## config.mk

```make
export PLATFORM = sky130hd
export DESIGN_NAME = udt_timer
export DESIGN_NICKNAME = d
export VERILOG_FILES = /design/src/udt_tick.sv /design/src/udt_timer.sv
export SDC_FILE = /design/constraint.sdc
export NUM_CORES = 1
export LEC_CHECK = 0
export ABC_AREA = 0
export BUFFER_PORTS_ARGS = -buffer_cell sky130_fd_sc_hd__buf_4
export CAP_MARGIN = 20
export CORE_UTILIZATION = 50
export DETAILED_ROUTE_END_ITERATION = 6
export GPL_ROUTABILITY_DRIVEN = 0
export PLACE_DENSITY = 0.8
export SLEW_MARGIN = 10
export SYNTH_ARGS = -nofsm -noshare
export SYNTH_HDL_FRONTEND = slang
export SYNTH_SLANG_ARGS = --single-unit
export TNS_END_PERCENT = 50
```

## constraint.sdc

```tcl
create_clock -name clk -period 4.65 [get_ports clk]
set_input_delay 0.93 -clock clk [delete_from_list [all_inputs] [get_ports clk]]
set_output_delay 0.93 -clock clk [all_outputs]
set_load 0.1 [all_outputs]
```

## src/udt_tick.sv

```systemverilog
// udt_pkg: constants, control carrier and mode codes for the up/down reload timer.
// udt_tick: count-input selector (divide-by-12 prescaler or falling edge of count pin).
// assumes every input is synchronous to clk; rst_n is synchronous, active low.
package udt_pkg;
  localparam int unsigned   PRESCALE_DIV   = 12;
  localparam logic [3:0]    PRESCALE_LAST  = 4'(PRESCALE_DIV - 1);
  localparam logic [3:0]    PRESCALE_RST   = 4'h0;
  localparam logic [15:0]   COUNT_TOP      = 16'hFFFF;
  localparam logic [15:0]   COUNT_RST      = 16'h0000;
  localparam logic [15:0]   RELOAD_RST     = 16'h0000;
  localparam logic [15:0]   COUNT_STEP     = 16'h0001;
  localparam int unsigned   HIGH_LSB       = 8;

  typedef struct packed {
    logic run_control;
    logic counter_timer_select;
    logic capture_reload_select;
    logic receive_clock_select;
    logic transmit_clock_select;
    logic down_count_enable;
  } udt_ctrl_t;

  typedef enum logic [2:0] {
    MODE_CAPTURE = 3'b001,
    MODE_RELOAD  = 3'b010,
    MODE_BAUD    = 3'b100
  } udt_mode_t;
endpackage : udt_pkg

`timescale 1ns/1ns
`default_nettype none

module udt_tick
  import udt_pkg::*;
(
  // clock and reset
  input  wire logic clk,
  input  wire logic rst_n,
  // selection
  input  wire logic counter_timer_select,
  input  wire logic external_count_pin,
  // selected count event, one cycle
  output logic      sel_tick
);
  logic [3:0] presc_ff;
  logic [3:0] nxt_presc;
  logic       pin_prev_ff;
  wire        presc_wrap = (presc_ff == PRESCALE_LAST);
  wire        pin_fall   = pin_prev_ff & ~external_count_pin;

  // prescaler runs freely so the timer phase does not depend on run control
  assign nxt_presc = presc_wrap ? PRESCALE_RST : presc_ff + 4'h1;
  assign sel_tick  = counter_timer_select ? pin_fall : presc_wrap;

  always_ff @(posedge clk) begin
    if (!rst_n) begin
      presc_ff    <= PRESCALE_RST;
      pin_prev_ff <= 1'b1;
    end else begin
      presc_ff    <= nxt_presc;
      pin_prev_ff <= external_count_pin;
    end
  end
endmodule : udt_tick

`default_nettype wire

```

## src/udt_timer.sv

```systemverilog
// udt_timer: 16-bit up/down auto-reload timer/counter built from two cascaded bytes.
// assumes control bits, pins and software strobes are synchronous to clk (125 MHz).
// What this block does
// - count is a low byte and high byte, low cascading into high
// - select bit picks clock divided by 12 or external count pin
// - count advances only while run control is set
// - capture, auto-reload or baud mode chosen by three select bits
// - reload mode without down enable counts up only, reloading on overflow
// - in reload mode with down enable, direction pin high counts up, low counts down
// - up count at FFFFh overflows, sets overflow flag, requests interrupt, except in baud mode
// - up overflow loads the reload bytes into the count, except capture mode, which wraps to 0000h
// - down count underflows when count equals the reload value
// - underflow sets overflow flag and loads FFFFh into the count
// - up/down mode toggles external flag on each wrap, no interrupt
`timescale 1ns/1ns
`default_nettype none

module udt_timer
  import udt_pkg::*;
(
  // clock and reset
  input  wire logic        clk,
  input  wire logic        rst_n,
  // control bits
  input  wire udt_ctrl_t   ctrl,
  // pins
  input  wire logic        external_count_pin,
  input  wire logic        direction_pin,
  // software writes
  input  wire logic        count_wr,
  input  wire logic [15:0] count_wr_data,
  input  wire logic        reload_wr,
  input  wire logic [15:0] reload_wr_data,
  input  wire logic        overflow_flag_clr,
  input  wire logic        external_flag_clr,
  // state
  output logic [7:0]       count_low_byte,
  output logic [7:0]       count_high_byte,
  output logic [7:0]       reload_low_byte,
  output logic [7:0]       reload_high_byte,
  output logic             overflow_flag,
  output logic             external_flag,
  output logic             irq_req
);
  logic [15:0] count_ff;
  logic [15:0] nxt_count;
  logic [15:0] reload_ff;
  logic        ovf_ff;
  logic        nxt_ovf;
  logic        ext_ff;
  logic        nxt_ext;
  logic        sel_tick;
  udt_mode_t   mode;

  udt_tick u_tick (
    .clk                  (clk),
    .rst_n                (rst_n),
    .counter_timer_select (ctrl.counter_timer_select),
    .external_count_pin   (external_count_pin),
    .sel_tick             (sel_tick)
  );

  // mode decode: baud select bits take precedence over capture/reload
  wire baud_sel = ctrl.receive_clock_select | ctrl.transmit_clock_select;
  assign mode = baud_sel ? MODE_BAUD
              : (ctrl.capture_reload_select ? MODE_CAPTURE : MODE_RELOAD);

  // a software count write refuses the step, so it cannot set a flag either
  wire step      = ctrl.run_control & sel_tick & ~count_wr;
  wire updown    = (mode == MODE_RELOAD) & ctrl.down_count_enable;
  wire count_dn  = updown & ~direction_pin;
  wire at_top    = (count_ff == COUNT_TOP);
  wire at_reload = (count_ff == reload_ff);
  wire wrap_up   = step & ~count_dn & at_top;
  wire wrap_dn   = step & count_dn & at_reload;
  wire wrap      = wrap_up | wrap_dn;
  // a baud-rate generator wrap reloads silently, without the flag
  wire flag_evt  = wrap & (mode != MODE_BAUD);

  wire [15:0] cnt_inc = count_ff + COUNT_STEP;
  wire [15:0] cnt_dec = count_ff - COUNT_STEP;

  always_comb begin
    nxt_count = count_ff;
    if (count_wr) begin
      nxt_count = count_wr_data;
    end else if (step) begin
      unique case (mode)
        MODE_CAPTURE: nxt_count = cnt_inc;
        MODE_RELOAD: begin
          if (count_dn) begin
            nxt_count = at_reload ? COUNT_TOP : cnt_dec;
          end else begin
            nxt_count = at_top ? reload_ff : cnt_inc;
          end
        end
        MODE_BAUD: nxt_count = at_top ? reload_ff : cnt_inc;
      endcase
    end
  end

  // set wins over a clear in the same cycle
  assign nxt_ovf = flag_evt | (ovf_ff & ~overflow_flag_clr);
  // toggle wins over clear; only the up/down mode toggles it
  assign nxt_ext = (updown & wrap) ? ~ext_ff
                 : (ext_ff & ~external_flag_clr);

  always_ff @(posedge clk) begin
    if (!rst_n) begin
      count_ff  <= COUNT_RST;
      reload_ff <= RELOAD_RST;
      ovf_ff    <= 1'b0;
      ext_ff    <= 1'b0;
    end else begin
      count_ff  <= nxt_count;
      reload_ff <= reload_wr ? reload_wr_data : reload_ff;
      ovf_ff    <= nxt_ovf;
      ext_ff    <= nxt_ext;
    end
  end

  assign count_low_byte   = count_ff[HIGH_LSB-1:0];
  assign count_high_byte  = count_ff[15:HIGH_LSB];
  assign reload_low_byte  = reload_ff[HIGH_LSB-1:0];
  assign reload_high_byte = reload_ff[15:HIGH_LSB];
  assign overflow_flag    = ovf_ff;
  assign external_flag    = ext_ff;
  // external flag never feeds the request
  assign irq_req          = ovf_ff;

  // helper for the divide check: cycles since the last timer tick
  logic [3:0] tick_gap_ff;
  logic       tick_seen_ff;
  wire        timer_tick    = sel_tick & ~ctrl.counter_timer_select;
  wire        gap_restart   = timer_tick | ctrl.counter_timer_select;
  wire  [3:0] nxt_tick_gap  = gap_restart ? PRESCALE_RST : tick_gap_ff + 4'h1;
  wire        nxt_tick_seen = timer_tick | (tick_seen_ff & ~ctrl.counter_timer_select);

  always_ff @(posedge clk) begin
    if (!rst_n) begin
      tick_gap_ff  <= PRESCALE_RST;
      tick_seen_ff <= 1'b0;
    end else begin
      tick_gap_ff  <= nxt_tick_gap;
      tick_seen_ff <= nxt_tick_seen;
    end
  end
endmodule : udt_timer

`default_nettype wire

```

==> impl_metrics.json <==
{
  "rows": 28,
  "antenna_found_initial": 0,
  "endpoint_kind": "flop",
  "synthMuxAreaShare_pct": 6.91,
  "ctsHoldBuffers": 0,
  "final_area_um2": 3870,
  "die_h_um": 82.1,
  "drtAntennaViolNets": 0,
  "fin_skew_ns": 0.00708,
  "path_max_fanout": 14,
  "via_per_inst": 6.68,
  "ctsResizeCount": 0,
  "critPathKind": "flop to flop",
  "whs_endpoint": "u_tick.presc_ff[0]",
  "tns_ns": 0,
  "p_per_area_nw_per_um2": 275,
  "cts_buffers": 5,
  "min_from": "u_tick.presc_ff[0]",
  "startpoint": "count_ff[0]",
  "dpl.hpwl_mm": 7.27,
  "yosys.area_share.adder_pct": 1.17,
  "syn_inst": 413,
  "ys.flop_type": "dfxtp_1",
  "ys_async_sr_fraction_pct": 0,
  "fin_crit_sh_pct": 65.1,
  "syn-num-nets": 462,
  "ys_seq_area_share_pct": 24.4,
  "netlist.area_leader.share_pct": 24.4,
  "route.vias.total": 3627,
  "synth-simple-area-share_pct": 28.4,
  "setup-violations-final": 0,
  "ir_drop_uv": 207,
  "final_util_pct": 63.9,
  "relSlewSlack_pct": 42.8,
  "clockBufferDepth": 2,
  "first_pass_iters": 5,
  "synth-seq-cells": 39,
  "min_period_ns": 3.03,
  "grt_pass1_vias": 3222,
  "synth-edff-count": 0,
  "crit_required_ns": 4.85,
  "route.detailed.drc": 0,
  "tightest_slew_ns": 0.850,
  "place_area_um2": 3760,
  "synth_top_family_by_area": "simple AND/OR/NAND/NOR gates",
  "grt_pass1_wl_mm": 16.0,
  "run_status": "finished clean",
  "drive_gt1_share_pct": 22.0,
  "cp-start-kind": "flop",
  "r2r_start": "count_ff[0]",
  "yosys-top-cells-area": "dfxtp_1, xor2_1, mux2i_1",
  "cts.sinks": 39,
  "fillers": 541,
  "clk_latency_ns": 0.31,
  "synth_compound_gate_area_share_pct": 23.3,
  "synth-xor-area-share_pct": 10.4,
  "power.total_mw": 1.06,
  "core_um2": 6060,
  "antenna_cells": 0,
  "r2r_setup_slack_ns": 1.62,
  "r2r_end": "count_ff[15]",
  "cts_tree": "done",
  "ys_types": 65,
  "io_buffer_count": 80,
  "cts_max_level": 2,
  "grt_max_degree": 43,
  "ys_warn_count": 0,
  "routed_wl_mm": 10.5,
  "avgSynthCellArea_um2": 7.76,
  "leakagePower_nw": 1.65,
  "clkTransAtPathRegs_ns": 0.09,
  "holdWs_ns": 0.450,
  "fp.dieW_um": 82.1,
  "finalMaxSlewViolations": 0,
  "rr_worst_depth": 7,
  "drt_iter0_drc": 517,
  "grtUsageTotal_pct": 31.3,
  "area_growth_pct": 20.8,
  "nets": 516,
  "max_freq_mhz": 331,
  "hold_viol": 0,
  "cp_data_arrival_time_ns": 3.23,
  "synth_area_leader_cell": "dfxtp_1",
  "rsz0062_at_grt": "no",
  "cap_violations": 0,
  "syn_area_um2": 3210,
  "initial_utilization_pct": 52.9,
  "io_pins": 81,
  "hp-class": "flop to flop",
  "die-area_um2": 6740,
  "cts_post_setup_buffers_inserted": 0,
  "cts_root_buf": "clkbuf_8",
  "overflow": 0,
  "routedWlPerCell_um": 19.3,
  "min_path_cells": 1
}
==> routing by layer <==
metal / GRT usage, % / vias up / wire [um]
met2: 49.4 / 281 / 4720
met4: 13.3 / 0 / 322
met5: 0 / - / 0
met1: 39.8 / 1655 / 4170
li1: - / 1644 / -
met3: 8.56 / 47 / 1240
==> synth_stat cells (all sizes together) (3+ instances only) <==
cell type and instances:
a221oi 8, and3 4, nand3b 3, a21oi 17
a31oi 9, nand4 8, nor2 24, o21a 3
o211ai 4, o21ai 20, nand2b 3, buf 10
dfxtp 39, inv 6, nor4 10, nor2b 20
a221o 3, and2 4, mux2i 21, or3 4
clkbuf 25, xnor2 13, nor3 17, nand4b 3
nand2 41, nand3 17, and4 3, o221ai 9
xor2 25, ha 3
==> power breakdown <==
part           total [mW]  switching [mW]  internal [mW]
Combinational       0.360           0.241          0.120
Clock               0.294           0.135          0.160
Sequential          0.409          0.0549          0.354
==> cells in the final DEF, fill, tap and decap left out, types with 4 or more instances in the layout <==
master	instances
nand3_1	17
nor4_1	7
nor2b_1	20
and2_1	4
o21ai_0	19
nor3_1	15
o221ai_1	9
clkbuf_8	5
a221oi_1	8
a21oi_1	16
dfxtp_1	39
xnor2_1	13
buf_4	82
and3_1	4
o211ai_1	4
nor2_1	24
mux2i_1	21
a31oi_1	9
or3_1	4
nand4_1	6
nand2_1	41
xor2_1	25
inv_1	5
==> layout make-up <==
class | instances | area, um^2 | share of cell area [%]
Clock buffer | 5 | 68.8 | 1.78
Multi-Input combinational cell | 333 | 2250 | 58.0
Tap cell | 75 | 93.8 | 2.42
Sequential cell | 39 | 781 | 20.2
Inverter | 6 | 22.5 | 0.581
Clock inverter | 3 | 43.8 | 1.13
Timing Repair Buffer | 82 | 616 | 15.9
==> flip-flops by register name, summed over array words and instances, names as in the netlist <==
| signal | flops |
|---|---|
| count_ff | 16 |
| external_flag | 1 |
| irq_req | 1 |
| reload_ff | 16 |
| u_tick.presc_ff | 4 |
| u_tick.pin_prev_ff | 1 |
==> how the worst max path moves through the flow <==
stage,endpoint,cells past startpoint
floorplan,count_ff[13],8
global placement,count_ff[12],7
detailed placement,count_ff[15],7
CTS,count_ff[15],7
global route,count_ff[3],7
finish,count_ff[15],7
==> kinds of logic after synthesis <==
logic type | after synthesis
adders and majority gates | 3
muxes | 22
and+or+nand+nor | 166
AOI/OAI and AO/OA | 104
DFF | 39
buffers and inverters | 41
xor gates and xnor gates | 38
==> metrics by stage <==
stage                     setup slack [ns]  instances
after floorplan                       1.65        413
after global placement                1.82        535
after detailed placement              1.77        535
after CTS                             1.76        543
after global routing                  1.54        543
final                                 1.62        543
==> critical path, cell delays in order (launching register included) <==
cell and delay, ns:
dfxtp_1 0.61, ha_1 0.32, nand4_2 0.25, nor4_2 0.82, a21oi_2 0.32, a221oi_1 0.36, o21a_1 0.17, a21oi_1 0.05
Note: power is estimated with default switching activity, not from simulation.
